`src/rtl/tsrc_map.vh`:
```
// Function
// - start bit two sets timer 2 run
// - split-low start bit sets low-byte run
// - start bit one sets timer 1 run
// - start bit zero sets timer 0 run
// - several start bits start together
// - command bits self-clear; zero does nothing
// - timer 2 reload: both bytes, split high
// - split-low reload reloads low byte
// - timer 1 reload in mode 2
// - timer 0 reload in mode 2
// - stop bit two clears timer 2 run
// - split-low stop clears low-byte run
// - stop bit one clears timer 1 run
// - stop bit zero clears timer 0 run
// - pin field routes timer 2 pins
// - capture bytes readable, writable, reset zero
// - count bytes readable, writable, reset zero
// - split bit chooses 16-bit or halves
`ifndef TSRC_MAP_VH
`define TSRC_MAP_VH

// register offsets
`define TSRC_OFF_CMD         8'h95
`define TSRC_OFF_AUX_PIN     8'hA4
`define TSRC_OFF_CAP_LOW     8'hCA
`define TSRC_OFF_CAP_HIGH    8'hCB
`define TSRC_OFF_CNT_LOW     8'hCC
`define TSRC_OFF_CNT_HIGH    8'hCD
`define TSRC_OFF_RUN_CTRL    8'h9A
`define TSRC_OFF_MODE_CTRL   8'h9B

// pages that select which command register sits at the shared offset, and the page of the pin select register
`define TSRC_PAGE_START      4'h1
`define TSRC_PAGE_RELOAD     4'h2
`define TSRC_PAGE_STOP       4'h3
`define TSRC_PAGE_AUX        4'h1

// command bit positions, shared by all three command registers
`define TSRC_CMD_T0          0
`define TSRC_CMD_T1          1
`define TSRC_CMD_T2          2
`define TSRC_CMD_T2L         5

// run control register bits
`define TSRC_RUN_T0          0
`define TSRC_RUN_T1          1
`define TSRC_RUN_T2          2
`define TSRC_RUN_T2L         3

// mode control register bits
`define TSRC_MODE_SPLIT      7
`define TSRC_MODE_CLKOUT     2

// pin route field
`define TSRC_PIN_HI          7
`define TSRC_PIN_LO          6
`define TSRC_AUX_WO_BIT      2

// reset values
`define TSRC_RST_BYTE        8'h00
`define TSRC_RST_AUX         8'h00

`endif

```
`src/rtl/tsrc_cmd_decode.v`:
```
`timescale 1ns/1ps
`default_nettype none
`include "tsrc_map.vh"

// turns a write at the shared command offset into one-cycle pulses;
// nothing is stored, so the bits clear themselves by construction
module tsrc_cmd_decode (
  input  wire       i_wr,
  input  wire [7:0] i_addr,
  input  wire [3:0] i_sfr_page,
  input  wire [7:0] i_wdata,
  output wire [3:0] o_start,
  output wire [3:0] o_reload,
  output wire [3:0] o_stop
);

  wire       hit;
  wire [3:0] cmd_bits;

  // order t0, t1, t2, t2 low; reserved bits are ignored
  assign hit      = i_wr && (i_addr == `TSRC_OFF_CMD);
  assign cmd_bits = {i_wdata[`TSRC_CMD_T2L], i_wdata[`TSRC_CMD_T2],
                     i_wdata[`TSRC_CMD_T1],  i_wdata[`TSRC_CMD_T0]};

  // a zero bit gives no pulse, so it has no effect
  assign o_start  = (hit && i_sfr_page == `TSRC_PAGE_START)
                    ? cmd_bits : 4'h0;
  assign o_reload = (hit && i_sfr_page == `TSRC_PAGE_RELOAD)
                    ? cmd_bits : 4'h0;
  assign o_stop   = (hit && i_sfr_page == `TSRC_PAGE_STOP)
                    ? cmd_bits : 4'h0;

endmodule // tsrc_cmd_decode
`default_nettype wire

```
`src/rtl/tsrc_pin_route.v`:
```
`timescale 1ns/1ps
`default_nettype none

// steers the timer 2 clock pin and trigger pin to one of four pairs
module tsrc_pin_route (
  input  wire [1:0] i_sel,
  input  wire [3:0] i_clk_pins,
  input  wire [3:0] i_trig_pins,
  input  wire       i_clkout_en,
  output wire       o_clk_in,
  output wire       o_trig_in,
  output wire [3:0] o_pin_oe
);

  // one-hot pair select, reused for the output enables
  wire [3:0] pair;

  assign pair      = 4'h1 << i_sel;
  assign o_clk_in  = |(i_clk_pins & pair);
  assign o_trig_in = |(i_trig_pins & pair);
  assign o_pin_oe  = i_clkout_en ? pair : 4'h0;

endmodule // tsrc_pin_route
`default_nettype wire

```
`src/rtl/tsrc_top.v`:
```
`timescale 1ns/1ps
`default_nettype none
`include "tsrc_map.vh"

module tsrc_top (
  input  wire       i_core_clk,
  input  wire       i_rst_b,
  input  wire [7:0] i_addr,
  input  wire [3:0] i_sfr_page,
  input  wire [7:0] i_wdata,
  input  wire       i_wr,
  input  wire       i_rd,
  output reg  [7:0] o_rdata,
  input  wire       i_t2_tick,
  input  wire       i_t2l_tick,
  input  wire       i_t0_mode2,
  input  wire       i_t1_mode2,
  input  wire [3:0] i_t2_pin_in,
  input  wire [3:0] i_t2_external_trigger_pin_pin_in,
  output wire [3:0] o_t2_pin_out,
  output wire [3:0] o_t2_pin_oe,
  output reg        o_t2_count_in,
  output reg        o_t2_external_trigger_pin_in,
  output wire       o_t0_run,
  output wire       o_t1_run,
  output wire       o_t2_run,
  output wire       o_t2l_run,
  output reg        o_t0_reload,
  output reg        o_t1_reload,
  output reg        o_t2_overflow,
  output reg        o_t2l_overflow,
  output wire       o_t2_split
);

  // address match used by every storage register write decode
  function hit;
    input [7:0] addr;
    input [7:0] off;
    begin
      hit = (addr == off);
    end
  endfunction

  // byte increment with carry out, used for both count bytes
  function [8:0] inc8;
    input [7:0] val;
    begin
      inc8 = {1'b0, val} + 9'h001;
    end
  endfunction

  // storage
  reg  [7:0] cap_low_reg;
  reg  [7:0] cap_high_reg;
  reg  [7:0] cnt_low_reg;
  reg  [7:0] cnt_high_reg;
  reg  [7:0] aux_pin_reg;
  reg  [3:0] run_reg;
  reg        split_reg;
  reg        clkout_reg;
  reg        clk_tog_reg;

  reg  [7:0] cnt_low_next;
  reg  [7:0] cnt_high_next;
  reg  [3:0] run_next;
  reg  [7:0] rdata_next;
  reg        ovf_next;
  reg        ovfl_next;

  wire [3:0] start_pulse;
  wire [3:0] reload_pulse;
  wire [3:0] stop_pulse;
  wire       clk_in_w;
  wire       trig_in_w;

  wire       wr_cap_low;
  wire       wr_cap_high;
  wire       wr_cnt_low;
  wire       wr_cnt_high;
  wire       wr_aux;
  wire       wr_run;
  wire       wr_mode;
  wire [8:0] low_inc;
  wire [8:0] high_inc;
  wire [8:0] full_low_inc;
  wire       low_count_en;
  wire       high_count_en;

  // command writes become start, reload and stop pulses
  tsrc_cmd_decode u_cmd (
    .i_wr       (i_wr),
    .i_addr     (i_addr),
    .i_sfr_page (i_sfr_page),
    .i_wdata    (i_wdata),
    .o_start    (start_pulse),
    .o_reload   (reload_pulse),
    .o_stop     (stop_pulse)
  );

  // routed pins for the timer 2 clock and trigger
  tsrc_pin_route u_pin (
    .i_sel       (aux_pin_reg[`TSRC_PIN_HI:`TSRC_PIN_LO]),
    .i_clk_pins  (i_t2_pin_in),
    .i_trig_pins (i_t2_external_trigger_pin_pin_in),
    .i_clkout_en (clkout_reg),
    .o_clk_in    (clk_in_w),
    .o_trig_in   (trig_in_w),
    .o_pin_oe    (o_t2_pin_oe)
  );

  // write decodes for the plain storage registers
  assign wr_cap_low  = i_wr && hit(i_addr, `TSRC_OFF_CAP_LOW);
  assign wr_cap_high = i_wr && hit(i_addr, `TSRC_OFF_CAP_HIGH);
  assign wr_cnt_low  = i_wr && hit(i_addr, `TSRC_OFF_CNT_LOW);
  assign wr_cnt_high = i_wr && hit(i_addr, `TSRC_OFF_CNT_HIGH);
  assign wr_aux      = i_wr && hit(i_addr, `TSRC_OFF_AUX_PIN) &&
                       (i_sfr_page == `TSRC_PAGE_AUX);
  assign wr_run      = i_wr && hit(i_addr, `TSRC_OFF_RUN_CTRL);
  assign wr_mode     = i_wr && hit(i_addr, `TSRC_OFF_MODE_CTRL);

  // count enables; the low byte has its own run bit only in split mode
  assign high_count_en = run_reg[`TSRC_RUN_T2] && i_t2_tick;
  assign low_count_en  = split_reg ? (run_reg[`TSRC_RUN_T2L] && i_t2l_tick)
                                   : high_count_en;
  assign low_inc       = inc8(cnt_low_reg);
  assign high_inc      = inc8(cnt_high_reg);
  assign full_low_inc  = low_inc;

  // run control next state; starts act on all selected bits at once (the low-half bit only in split mode),
  // so a single command write starts several timers in one cycle
  always @* begin
    run_next = run_reg;
    if (wr_run) begin
      run_next = i_wdata[3:0];
    end
    if (start_pulse[`TSRC_CMD_T0]) begin
      run_next[`TSRC_RUN_T0] = 1'b1;
    end
    if (start_pulse[`TSRC_CMD_T1]) begin
      run_next[`TSRC_RUN_T1] = 1'b1;
    end
    if (start_pulse[`TSRC_CMD_T2]) begin
      run_next[`TSRC_RUN_T2] = 1'b1;
    end
    if (start_pulse[3] && split_reg) begin
      run_next[`TSRC_RUN_T2L] = 1'b1;
    end
    if (stop_pulse[`TSRC_CMD_T0]) begin
      run_next[`TSRC_RUN_T0] = 1'b0;
    end
    if (stop_pulse[`TSRC_CMD_T1]) begin
      run_next[`TSRC_RUN_T1] = 1'b0;
    end
    if (stop_pulse[`TSRC_CMD_T2]) begin
      run_next[`TSRC_RUN_T2] = 1'b0;
    end
    if (stop_pulse[3] && split_reg) begin
      run_next[`TSRC_RUN_T2L] = 1'b0;
    end
  end

  // timer 2 count next state; a software write to a count byte wins
  // over counting and reload so that software can preset the timer
  always @* begin
    cnt_low_next  = cnt_low_reg;
    cnt_high_next = cnt_high_reg;
    ovf_next      = 1'b0;
    ovfl_next     = 1'b0;
    if (!split_reg) begin
      // one 16-bit timer, auto-reloaded from the capture pair
      if (high_count_en) begin
        cnt_low_next = full_low_inc[7:0];
        if (full_low_inc[8]) begin
          cnt_high_next = high_inc[7:0];
          if (high_inc[8]) begin
            cnt_low_next  = cap_low_reg;
            cnt_high_next = cap_high_reg;
            ovf_next      = 1'b1;
          end
        end
      end
      if (reload_pulse[`TSRC_CMD_T2]) begin
        cnt_low_next  = cap_low_reg;
        cnt_high_next = cap_high_reg;
      end
    end else begin
      // two 8-bit halves, each reloaded from its own capture byte
      if (high_count_en) begin
        cnt_high_next = high_inc[7:0];
        if (high_inc[8]) begin
          cnt_high_next = cap_high_reg;
          ovf_next      = 1'b1;
        end
      end
      if (low_count_en) begin
        cnt_low_next = low_inc[7:0];
        if (low_inc[8]) begin
          cnt_low_next = cap_low_reg;
          ovfl_next    = 1'b1;
        end
      end
      if (reload_pulse[`TSRC_CMD_T2]) begin
        cnt_high_next = cap_high_reg;
      end
      if (reload_pulse[3]) begin
        cnt_low_next = cap_low_reg;
      end
    end
    if (wr_cnt_low) begin
      cnt_low_next = i_wdata;
    end
    if (wr_cnt_high) begin
      cnt_high_next = i_wdata;
    end
  end

  // read mux; command registers hold nothing and read as zero
  always @* begin
    rdata_next = 8'h00;
    if (i_rd) begin
      case (i_addr)
        `TSRC_OFF_CMD: begin
          rdata_next = 8'h00;
        end
        `TSRC_OFF_CAP_LOW: begin
          rdata_next = cap_low_reg;
        end
        `TSRC_OFF_CAP_HIGH: begin
          rdata_next = cap_high_reg;
        end
        `TSRC_OFF_CNT_LOW: begin
          rdata_next = cnt_low_reg;
        end
        `TSRC_OFF_CNT_HIGH: begin
          rdata_next = cnt_high_reg;
        end
        `TSRC_OFF_AUX_PIN: begin
          if (i_sfr_page == `TSRC_PAGE_AUX) begin
            rdata_next = aux_pin_reg;
          end
        end
        `TSRC_OFF_RUN_CTRL: begin
          rdata_next = {4'h0, run_reg};
        end
        `TSRC_OFF_MODE_CTRL: begin
          rdata_next = {split_reg, 4'h0, clkout_reg, 2'b00};
        end
        default: begin
          rdata_next = 8'h00;
        end
      endcase
    end
  end

  // capture / reload value bytes
  always @(posedge i_core_clk or negedge i_rst_b) begin
    if (!i_rst_b) begin
      cap_low_reg  <= `TSRC_RST_BYTE;
      cap_high_reg <= `TSRC_RST_BYTE;
    end else begin
      if (wr_cap_low) begin
        cap_low_reg <= i_wdata;
      end
      if (wr_cap_high) begin
        cap_high_reg <= i_wdata;
      end
    end
  end

  // count bytes and overflow pulses
  always @(posedge i_core_clk or negedge i_rst_b) begin
    if (!i_rst_b) begin
      cnt_low_reg    <= `TSRC_RST_BYTE;
      cnt_high_reg   <= `TSRC_RST_BYTE;
      o_t2_overflow  <= 1'b0;
      o_t2l_overflow <= 1'b0;
    end else begin
      cnt_low_reg    <= cnt_low_next;
      cnt_high_reg   <= cnt_high_next;
      o_t2_overflow  <= ovf_next;
      o_t2l_overflow <= ovfl_next;
    end
  end

  // run controls and mode bits
  always @(posedge i_core_clk or negedge i_rst_b) begin
    if (!i_rst_b) begin
      run_reg    <= 4'h0;
      split_reg  <= 1'b0;
      clkout_reg <= 1'b0;
    end else begin
      run_reg <= run_next;
      if (wr_mode) begin
        split_reg  <= i_wdata[`TSRC_MODE_SPLIT];
        clkout_reg <= i_wdata[`TSRC_MODE_CLKOUT];
      end
    end
  end

  // pin select register; the write-only bit is not kept
  always @(posedge i_core_clk or negedge i_rst_b) begin
    if (!i_rst_b) begin
      aux_pin_reg <= `TSRC_RST_AUX;
    end else if (wr_aux) begin
      aux_pin_reg <= i_wdata & 8'hFB;
    end
  end

  // timer 0 and 1 reloads only mean something in their mode 2; the
  // counters live elsewhere, so a one-cycle pulse is handed out
  always @(posedge i_core_clk or negedge i_rst_b) begin
    if (!i_rst_b) begin
      o_t0_reload <= 1'b0;
      o_t1_reload <= 1'b0;
    end else begin
      o_t0_reload <= reload_pulse[`TSRC_CMD_T0] && i_t0_mode2;
      o_t1_reload <= reload_pulse[`TSRC_CMD_T1] && i_t1_mode2;
    end
  end

  // clock-out toggles on each timer 2 overflow; routed pins registered
  // so downstream edge detection sees clean single-cycle samples
  always @(posedge i_core_clk or negedge i_rst_b) begin
    if (!i_rst_b) begin
      clk_tog_reg   <= 1'b0;
      o_t2_count_in <= 1'b0;
      o_t2_external_trigger_pin_in     <= 1'b0;
    end else begin
      if (ovf_next && clkout_reg) begin
        clk_tog_reg <= ~clk_tog_reg;
      end
      o_t2_count_in <= clk_in_w;
      o_t2_external_trigger_pin_in     <= trig_in_w;
    end
  end

  // read data stands only in the cycle after the read strobe
  always @(posedge i_core_clk or negedge i_rst_b) begin
    if (!i_rst_b) begin
      o_rdata <= 8'h00;
    end else begin
      o_rdata <= rdata_next;
    end
  end

  assign o_t2_pin_out = {4{clk_tog_reg}};
  assign o_t0_run     = run_reg[`TSRC_RUN_T0];
  assign o_t1_run     = run_reg[`TSRC_RUN_T1];
  assign o_t2_run     = run_reg[`TSRC_RUN_T2];
  assign o_t2l_run    = run_reg[`TSRC_RUN_T2L];
  assign o_t2_split   = split_reg;

endmodule // tsrc_top
`default_nettype wire

```
`config.mk`:
```
export PLATFORM = sky130hd
export DESIGN_NAME = tsrc_top
export DESIGN_NICKNAME = d
export VERILOG_FILES = /design/src/rtl/tsrc_cmd_decode.v /design/src/rtl/tsrc_pin_route.v /design/src/rtl/tsrc_top.v
export VERILOG_INCLUDE_DIRS = /design/src /design/src/rtl
export SDC_FILE = /design/constraint.sdc
export NUM_CORES = 1
export LEC_CHECK = 0
export BUFFER_PORTS_ARGS = -buffer_cell sky130_fd_sc_hd__buf_2
export CAP_MARGIN = 5
export CORE_ASPECT_RATIO = 1.75
export CORE_MARGIN = 3
export CORE_UTILIZATION = 51
export DETAILED_ROUTE_END_ITERATION = 16
export GPL_TIMING_DRIVEN = 0
export HOLD_SLACK_MARGIN = 0.1
export PLACE_DENSITY_LB_ADDON = 0.3
export SKIP_LAST_GASP = 1
export SLEW_MARGIN = 20
export SYNTH_ARGS = -nofsm -noshare
export SYNTH_HDL_FRONTEND = slang
export SYNTH_SLANG_ARGS = --single-unit
```
`constraint.sdc`:
```
create_clock -name i_core_clk -period 2.2 [get_ports i_core_clk]
set_clock_uncertainty 0.15 [all_clocks]
set_input_delay 0.11 -clock i_core_clk [delete_from_list [all_inputs] [get_ports i_core_clk]]
set_output_delay 0.11 -clock i_core_clk [all_outputs]
set_load 0.005 [all_outputs]
```
==> results of run 1 <==
## area by class of cell
type / count / area, um2 / share of cell area [%]
multi-input cells: 268 / 1940 / 43.3
flip-flops and latches: 60 / 1510 / 33.5
repair buffers: 83 / 528 / 11.7
clock buffers: 10 / 239 / 5.32
plain buffers: 19 / 106 / 2.37
well taps: 82 / 103 / 2.28
clock inverters: 6 / 38.8 / 0.863
inverters: 8 / 30.0 / 0.668
## routing by layer
metal	vias to the layer above	global-route usage, %
met5	-	0
met4	0	16.8
met3	37	5.82
met2	148	51.0
met1	1655	34.0
li1	1537	-
## cell usage after synthesis, drive strengths merged, types with 2 or more instances
| master | count | area share (%) |
|---|---|---|
| mux2 | 25 | 8.0 |
| o21ai | 18 | 2.6 |
| nor3b | 3 | 0.64 |
| a21oi | 25 | 3.6 |
| a31oi | 8 | 1.4 |
| or2 | 3 | 0.53 |
| clkbuf | 8 | 0.89 |
| and4 | 3 | 0.75 |
| nand2b | 2 | 0.36 |
| dfrtp | 60 | 43 |
| and4bb | 2 | 0.71 |
| nand3 | 16 | 2.3 |
| a22oi | 10 | 2.1 |
| mux4 | 2 | 1.3 |
| nor2b | 2 | 0.36 |
| and2 | 2 | 0.36 |
| mux2i | 11 | 3.1 |
| a221oi | 3 | 0.75 |
| a211oi | 5 | 1.1 |
| and3 | 7 | 1.2 |
| xnor2 | 5 | 1.2 |
| o221a | 4 | 1.3 |
| a41oi | 2 | 0.50 |
| nand2 | 31 | 3.3 |
| nand3b | 3 | 0.64 |
| o31ai | 2 | 0.43 |
| nand4bb | 2 | 1.1 |
| buf | 11 | 2.0 |
| o2bb2ai | 2 | 0.50 |
| o22ai | 7 | 1.2 |
| nor2 | 29 | 3.2 |
| or3 | 2 | 0.36 |
| nor4 | 2 | 0.78 |
| nor4b | 3 | 1.4 |
| ha | 2 | 0.71 |
| nor3 | 6 | 0.85 |
| a222oi | 3 | 0.85 |
| nand4 | 5 | 0.89 |
| inv | 8 | 0.85 |
## worst max-delay path: cells and delay by family (launching register included)
family | cells | cell delay [ns]
compound gates | 4 | 0.59
fa+ha+maj | 1 | 0.22
buf+inv | 1 | 0.15
flops | 1 | 0.49
simple gates | 2 | 0.42
## cells by family (layout without fill, tap and decap cells)
kind of cell,after synthesis,in the layout,share of synthesized area (%)
and+or+nand+nor,127,127,21.0
AOI/OAI and AO/OA,96,96,18.1
DFF,60,60,42.7
muxes,38,38,12.4
buffers and inverters,27,126,3.78
xor gates and xnor gates,5,5,1.25
adders and majority gates,2,2,0.712
## what timing repair did
| action | 4_1_cts | 5_1_grt |
|---|---|---|
| setup endpoints to repair | 14 | 13 |
| pin swaps | 1 | 2 |
| resized for setup | 12 | 12 |
| hold buffers | 19 | 0 |
| endpoints found under the hold margin | 103 | 0 |
| setup buffers | 2 | 4 |
## worst max path at each step
stage | start | end | slack [ns] | depth (start not counted)
after detailed placement | cnt_high_reg[1] | cnt_low_reg[0] | -0.47 | 8
after CTS | cnt_low_reg[1] | cnt_low_reg[0] | -0.01 | 8
after floorplan | cnt_high_reg[0] | cnt_low_reg[0] | 0.15 | 8
final | cnt_low_reg[1] | cnt_low_reg[0] | 0.04 | 8
after global routing | cnt_low_reg[2] | cnt_high_reg[6] | -0.03 | 8
after global placement | cnt_high_reg[1] | cnt_low_reg[0] | -0.48 | 8
## power by group through the flow
stage / registers (mW) / logic (mW) / clock network [mW]
after floorplan: 1.21 / 0.142 / 0
after global placement: 1.23 / 0.241 / 0
after detailed placement: 1.23 / 0.248 / 0
after CTS: 1.22 / 0.277 / 1.30
after global routing: 1.22 / 0.321 / 1.37
final: 1.22 / 0.291 / 1.29
==> results.cfg, run 1 <==
[synthesis]
ys_ff_latch = 60
synthFlopType = dfrtp_1
syn_nets = 393
synthCells = 355
synth_edf_count = 0
netlist_area_mm2 = 0.00351
postSynthAreaPerCell_um2 = 9.90
ys_types = 60
ys_warn_count = 0
async_flop_share_pct = 100
yosysSeqAreaShare_pct = 42.7

[pwr]
power_mw = 2.80
clkPwrFrac_pct = 45.9
power_switching_mw = 0.721
swShare_pct = 25.8
irDropWorstVdd_mv = 0.537
pwr-share-comb_pct = 10.4
internal-power_mw = 2.08
power.density_mw_per_mm2 = 623
seq_power_share_pct = 43.7
leakage_nw = 2.09

[setup_path]
path_class = flip-flop to flip-flop
endpoint_kind = flip-flop
ff2ff_path_depth = 8
cp_data_required_time_ns = 2.23
reg2reg_slack_ns = 0.04
cp_max_fo = 8
cp.arrival_ns = 2.19
path_cells = ha_4, nand3_1, o21ai_1, a41oi_1, or2_1, buf_6, o211ai_1, a31oi_1
critPathMaxStageDelay_ns = 0.49
cp_slowest_cell = dfrtp_1
start_kind = flip-flop
reg2reg_to = cnt_low_reg[0]
timing.rr.start = cnt_low_reg[1]

[sta]
fin_crit_ns = 2.16
worstMarginPinSlew_ns = 1.01
rsz0062_at_grt = true
hold_viol_final = 0
maxSlewViolCount = 0
finalSetupViolCount = 0
post-route-worst-setup-slack_ns = 0.0382
min_period_over_period_pct = 98.3
hold_ws_ns = 0.126
max_freq_mhz = 463
finalSetupTns_ns = 0
max_slew_margin_pct = 32.3

[final_layout]
drive_gt1_share_pct = 32.6
fin_util_pct = 68.2
fill_cells = 530
final_cell_mix = buf_2 (62), dfrtp_1 (57), nand2_1 (31)
final_common_cell = buf_2
syn_to_final_growth_pct = 27.9
fin_cells = 536
final_area_mm2 = 0.00449
antenna_cells = 0
num-nets-final = 487

[routing]
drt-wirelength-per-cell_um = 20.5
ant_nets = 0
drc = 0
dr.pass1.iters = 7
wl_met2_um = 6000
vias = 3377
drtIter0Drc = 486
wl_met1_um = 3960
wl_um = 11000
viasPerCell = 6.30
met3_length_um = 560
top_layer_used = met4

[placement]
io_buffer_count = 58
dp_hpwl_um = 7810
dpl-instance-area_mm2 = 0.00391
place_inst = 495
post-place-ws_ns = -0.466
place.gp.congestion = 0.983

[floorplanning]
num_io_pins = 63
start_util_pct = 53.3
die-area_mm2 = 0.00796
core_area_mm2 = 0.00659
row_count = 39
die_x_um = 68.7
die_y_um = 116

[grt]
overflow = 0
grtUsageTotal_pct = 30.0
grt_max_degree = 61
grt_pass1_vias = 3322
antenna_found_initial = 0
grt_pass1_wl_um = 17300

[min_path]
hp-start = i_sfr_page[1]
holdPathStages = 4
worstHoldEndpoint = run_reg[1]
hp-class = primary input to flip-flop

[clock_tree]
path_clk_slew_ns = 0.05
clock_latency_ns = 0.33
cts_buffers = 9
cts_buffer_depth = 2
h-tree-depth = 3
cts-root-buf = clkbuf_16
cts_tree = built
cts.sink_count = 60

[run]
drv_cap = 0

[status]
outcome = completed
Power figures use the tool's default switching activity.
==> inputs of run 2 (changes only) <==
- CORE_UTILIZATION: 51 -> 56
- clock period: 2.2 -> 2.05 ns (I/O delays scaled with it)
==> run 2 against run 1 <==
Compared with the run above: total power is 2.8% lower; non-clock buffer count grew 5; setup slack got worse by 0.025 ns; clock-buffer cell count up 1; maximum frequency increased by 6.1%; sequential share of layout area decreased by 0.093 points; worst hold slack lost 0.0038 ns; register-to-register slack worse by 0.03 ns; core utilization is 7.6 points higher; clock power shrank 16%; final cell count unchanged; critical path type unchanged; highest routed layer unchanged.
==> results.cfg, run 2 (synthesis results as in run 1) <==
[sta]
max_slew_margin_pct = 46.8
min_period_over_period_pct = 99.4
finalSetupViolCount = 0
maxSlewViolCount = 0
max_freq_mhz = 491
fin_crit_ns = 2.04
worstMarginPinSlew_ns = 0.792
post-route-worst-setup-slack_ns = 0.0131
rsz0062_at_grt = true
hold_viol_final = 0
finalSetupTns_ns = 0

[grt]
met3_usage_pct = 6.90
grt_pass1_wl_um = 17600
grt_pass1_vias = 3544
grtUsageTotal_pct = 32.1
grt.busiest_layer = met2
grt_use_met1_pct = 33.6
antenna_found_initial = 0
grt_max_degree = 61
use_met2_pct = 54.2
overflow = 0

[setup_path]
ff2ff_path_depth = 8
start_kind = flip-flop
crit_family = simple AND/OR/NAND/NOR gates
path_class = flip-flop to flip-flop
cp.arrival_ns = 2.09
cp_slowest_cell = dfrtp_2
reg2reg_slack_ns = 0.01
path_cells = ha_4, nand2_4, nor3_4, a211oi_4, or2_1, buf_6, o211ai_1, a31oi_1
cp_data_required_time_ns = 2.10
cp_max_fo = 8
critPathMaxStageDelay_ns = 0.40
timing.rr.start = cnt_high_reg[0]
crit_path_start = cnt_high_reg[0]
reg2reg_to = cnt_low_reg[0]
critPathBufInv = 1
endpoint_kind = flip-flop

[floorplanning]
num_io_pins = 63
die_y_um = 111
core_area_mm2 = 0.00597
die-area_mm2 = 0.00730
start_util_pct = 58.8
row_count = 37
die_x_um = 65.9

[routing]
drc = 0
ant_nets = 0
viasPerCell = 6.38
wl_um = 11200
dr.pass1.iters = 5
vias = 3422
drt-wirelength-per-cell_um = 20.8
drtIter0Drc = 329

[min_path]
hp-class = primary input to flip-flop
worstHoldEndpoint = clkout_reg
holdPathStages = 3
hp-start = i_wr

[clock_tree]
cts_buffers = 9
path_clk_slew_ns = 0.07
clock_latency_ns = 0.35
cts.sink_count = 60
h-tree-depth = 3
cts_buffer_depth = 2
cts-root-buf = clkbuf_8
cts_tree = built

[pwr]
pwr-share-comb_pct = 12.4
power.density_mw_per_mm2 = 601
power_switching_mw = 0.740
seq_power_share_pct = 48.1
power_mw = 2.72
internal-power_mw = 1.98
leakage_nw = 2.09
clkPwrFrac_pct = 39.6
swShare_pct = 27.2
irDropWorstVdd_mv = 0.563

[placement]
place.gp.congestion = 1.03
dpl-instance-area_mm2 = 0.00391
place_inst = 491
io_buffer_count = 58
dp_hpwl_um = 7680
post-place-ws_ns = -0.417

[final_layout]
drive_gt1_share_pct = 36.5
final_cell_mix = buf_2 (63), dfrtp_1 (52), nand2_1 (28)
final_area_mm2 = 0.00453
num-nets-final = 492
antenna_cells = 0
fin_cells = 536
final_common_cell = buf_2
syn_to_final_growth_pct = 28.8

[run]
drv_cap = 0

[status]
outcome = completed
==> run 2: how the worst max path moves through the flow <==
| stage | slack [ns] | cells past startpoint | endpoint |
|---|---|---|---|
| final | 0.01 | 8 | cnt_low_reg[0] |
| after floorplan | 0.10 | 8 | cnt_low_reg[0] |
| after global routing | -0.12 | 8 | cnt_low_reg[0] |
| after global placement | -0.43 | 8 | cnt_low_reg[0] |
| after CTS | -0.002 | 8 | cnt_low_reg[0] |
| after detailed placement | -0.42 | 8 | cnt_low_reg[0] |
==> run 2: cell type report <==
type	instances	area, um2
timing repair buffer	89	571
tap	78	97.6
clock inverter	4	50.0
multi-input combinational	268	2020
sequential	60	1510
inverter	8	30.0
fill	420	1450
buffer	18	103
clock buffer	11	141
==> run 2: worst reg2reg max path: stages, from the launching register on <==
cell and delay [ns]:
dfrtp_2 0.40, ha_4 0.18, nand2_4 0.06, nor3_4 0.28, a211oi_4 0.12, or2_1 0.27
buf_6 0.15, o211ai_1 0.18, a31oi_1 0.11
==> run 2: timing repair <==
item,in CTS,in global routing
buffers inserted,7,6
hold buffers,18,0
resized for setup,20,24
setup endpoints to repair,16,29
endpoints found under the hold margin,105,0
pin swaps,2,12
==> run 2: through the flow <==
stage	hold WS [ns]	utilization (%)
2_1_floorplan	-0.343	-
3_3_place_gp	0.177	65.4
3_5_place_dp	0.0711	65.5
4_1_cts	0.103	73.6
5_1_grt	0.143	75.8
6_report	0.122	75.8
==> run 2: metal layers <==
layer  vias to the layer above  wire, um
met2                       187      5890
met1                      1621      3820
met3                        60       718
li1                       1554         -
met5                         -         0
met4                         0       728
==> run 2: power by group through the flow <==
stage               logic (mW)  registers, mW  clock network [mW]
floorplan                0.152           1.30                   0
global placement         0.256           1.32                   0
detailed placement       0.264           1.32                   0
CTS                      0.312           1.30                1.08
global route             0.369           1.31                1.13
finish                   0.337           1.31                1.08
==> inputs of run 3 (changes only) <==
- RECOVER_POWER: default -> 100
==> run 3 against run 2 <==
Compared with the run above: the run now ends with capacitance limit, slew limit left; sequential power barely moved; flip-flop and latch count did not move; largest power group unchanged; highest routed layer unchanged; first-iteration DRC count rose by 0.61%; critical path type unchanged; total power barely moved; die area did not move; critical path depth did not move.
==> results.cfg, run 3 (synthesis results as in run 1) <==
[routing]
wl_met2_um = 5910
wl_met1_um = 3830
met3_length_um = 643
drc = 0
drtIter0Drc = 331
top_layer_used = met4
vias = 3410
dr.pass1.iters = 6
drt-wirelength-per-cell_um = 20.8
ant_nets = 0
wl_um = 11200
viasPerCell = 6.36

[sta]
post-route-worst-setup-slack_ns = 0.0181
max_freq_mhz = 492
rsz0062_at_grt = true
worstMarginPinSlew_ns = 1.52
finalSetupTns_ns = 0
min_period_over_period_pct = 99.1
hold_viol_final = 0
fin_crit_ns = 2.03
maxSlewViolCount = 61
finalSetupViolCount = 0
max_slew_margin_pct = -1.41

[final_layout]
drive_gt1_share_pct = 34.7
syn_to_final_growth_pct = 28.5
antenna_cells = 0
final_common_cell = buf_2
fin_cells = 536
num-nets-final = 492
final_cell_mix = buf_2 (56), dfrtp_1 (52), nand2_1 (28)
fin_util_pct = 75.6

[setup_path]
endpoint_kind = flip-flop
path_class = flip-flop to flip-flop
cp_slowest_cell = dfrtp_2
critPathMaxStageDelay_ns = 0.40
cp_data_required_time_ns = 2.11
path_cells = ha_4, nand2_4, nor3_4, a211oi_4, or2_1, buf_6, o211ai_1, a31oi_1
start_kind = flip-flop
cp_max_fo = 8
cp.arrival_ns = 2.09

[status]
violations = capacitance limit, slew limit
outcome = complete, but fails checks

[grt]
grt_max_degree = 61
grtUsageTotal_pct = 32.1
overflow = 0
antenna_found_initial = 0
grt_pass1_vias = 3544
grt_pass1_wl_um = 17600

[clock_tree]
cts.sink_count = 60
cts-root-buf = clkbuf_8
cts_buffers = 9
h-tree-depth = 3
path_clk_slew_ns = 0.07
cts_tree = built
cts_buffer_depth = 2
clock_latency_ns = 0.35

[floorplanning]
start_util_pct = 58.8
die_y_um = 111
die-area_mm2 = 0.00730
row_count = 37
core_area_mm2 = 0.00597
num_io_pins = 63
die_x_um = 65.9

[placement]
place_inst = 491
post-place-ws_ns = -0.417
place.gp.congestion = 1.03
dp_hpwl_um = 7680
io_buffer_count = 58

[run]
drv_cap = 1

[min_path]
hp-class = primary input to flip-flop

[pwr]
irDropWorstVdd_mv = 0.565
power.density_mw_per_mm2 = 602
power_mw = 2.72
leakage_nw = 2.06
[run 3: cell types whose count changed in the layout (fill, tap and decap cells not counted), sizes merged]
cell    delta
clkbuf     +8
buf        -8
[run 3: metal layers]
metal  GRT usage, %  up-vias
met5              0        -
met4           23.1        0
met3           6.90       61
met2           54.2      174
met1           33.6     1622
li1               -     1553
[run 3: final timing paths]
path                                      start              end  slack, ns  cells past startpoint
worst max register to register  cnt_high_reg[0]   cnt_low_reg[0]       0.02                      8
worst max-delay path            cnt_high_reg[0]   cnt_low_reg[0]       0.02                      8
min in group asynchronous               i_rst_b       run_reg[3]       0.50                      2
worst min register to register   aux_pin_reg[0]   aux_pin_reg[0]       0.37                      1
max in group asynchronous               i_rst_b  cnt_high_reg[4]       0.22                      2
worst min-delay path              i_sfr_page[0]       run_reg[3]       0.13                      5
[run 3: critical path, delay by kind of cell (launching register included)]
family / cells / cell delay (ns)
AO/OA/AOI/OAI: 3 / 0.41
adder cells (fa/ha/maj): 1 / 0.18
AND/OR/NAND/NOR: 3 / 0.61
buffers and inverters: 1 / 0.15
flip-flops: 1 / 0.40
[run 3: layout make-up]
class | count | area (um2)
multi-input cells | 268 | 2020
flip-flops and latches | 60 | 1510
fillers | 427 | 1460
repair buffers | 89 | 559
clock buffers | 11 | 141
plain buffers | 18 | 101
well taps | 78 | 97.6
clock inverters | 4 | 50.0
inverters | 8 | 30.0
[run 3: stage by stage]
| step | hold WS [ns] | cell area, um2 |
|---|---|---|
| 3_3_place_gp | 0.177 | 3910 |
| 5_1_grt | 0.143 | 4510 |
| 3_5_place_dp | 0.0711 | 3910 |
| 4_1_cts | 0.103 | 4400 |
| 2_1_floorplan | -0.343 | 3520 |
| 6_report | 0.128 | 4510 |
[run 3: what timing repair did]
| action | 4_1_cts | 5_1_grt |
|---|---|---|
| endpoints found under the hold margin | 105 | 0 |
| setup buffers | 7 | 6 |
| gates resized for setup | 20 | 24 |
| endpoints found under the setup margin | 16 | 29 |
| pin swaps | 2 | 12 |
| hold buffers | 18 | 0 |
[run 3: power breakdown]
| group | total, mW | internal (mW) | switching [mW] |
|---|---|---|---|
| sequential | 1.31 | 1.24 | 0.0715 |
| clock | 1.08 | 0.586 | 0.490 |
| combinational | 0.335 | 0.157 | 0.178 |
| total | 2.72 | 1.98 | 0.739 |
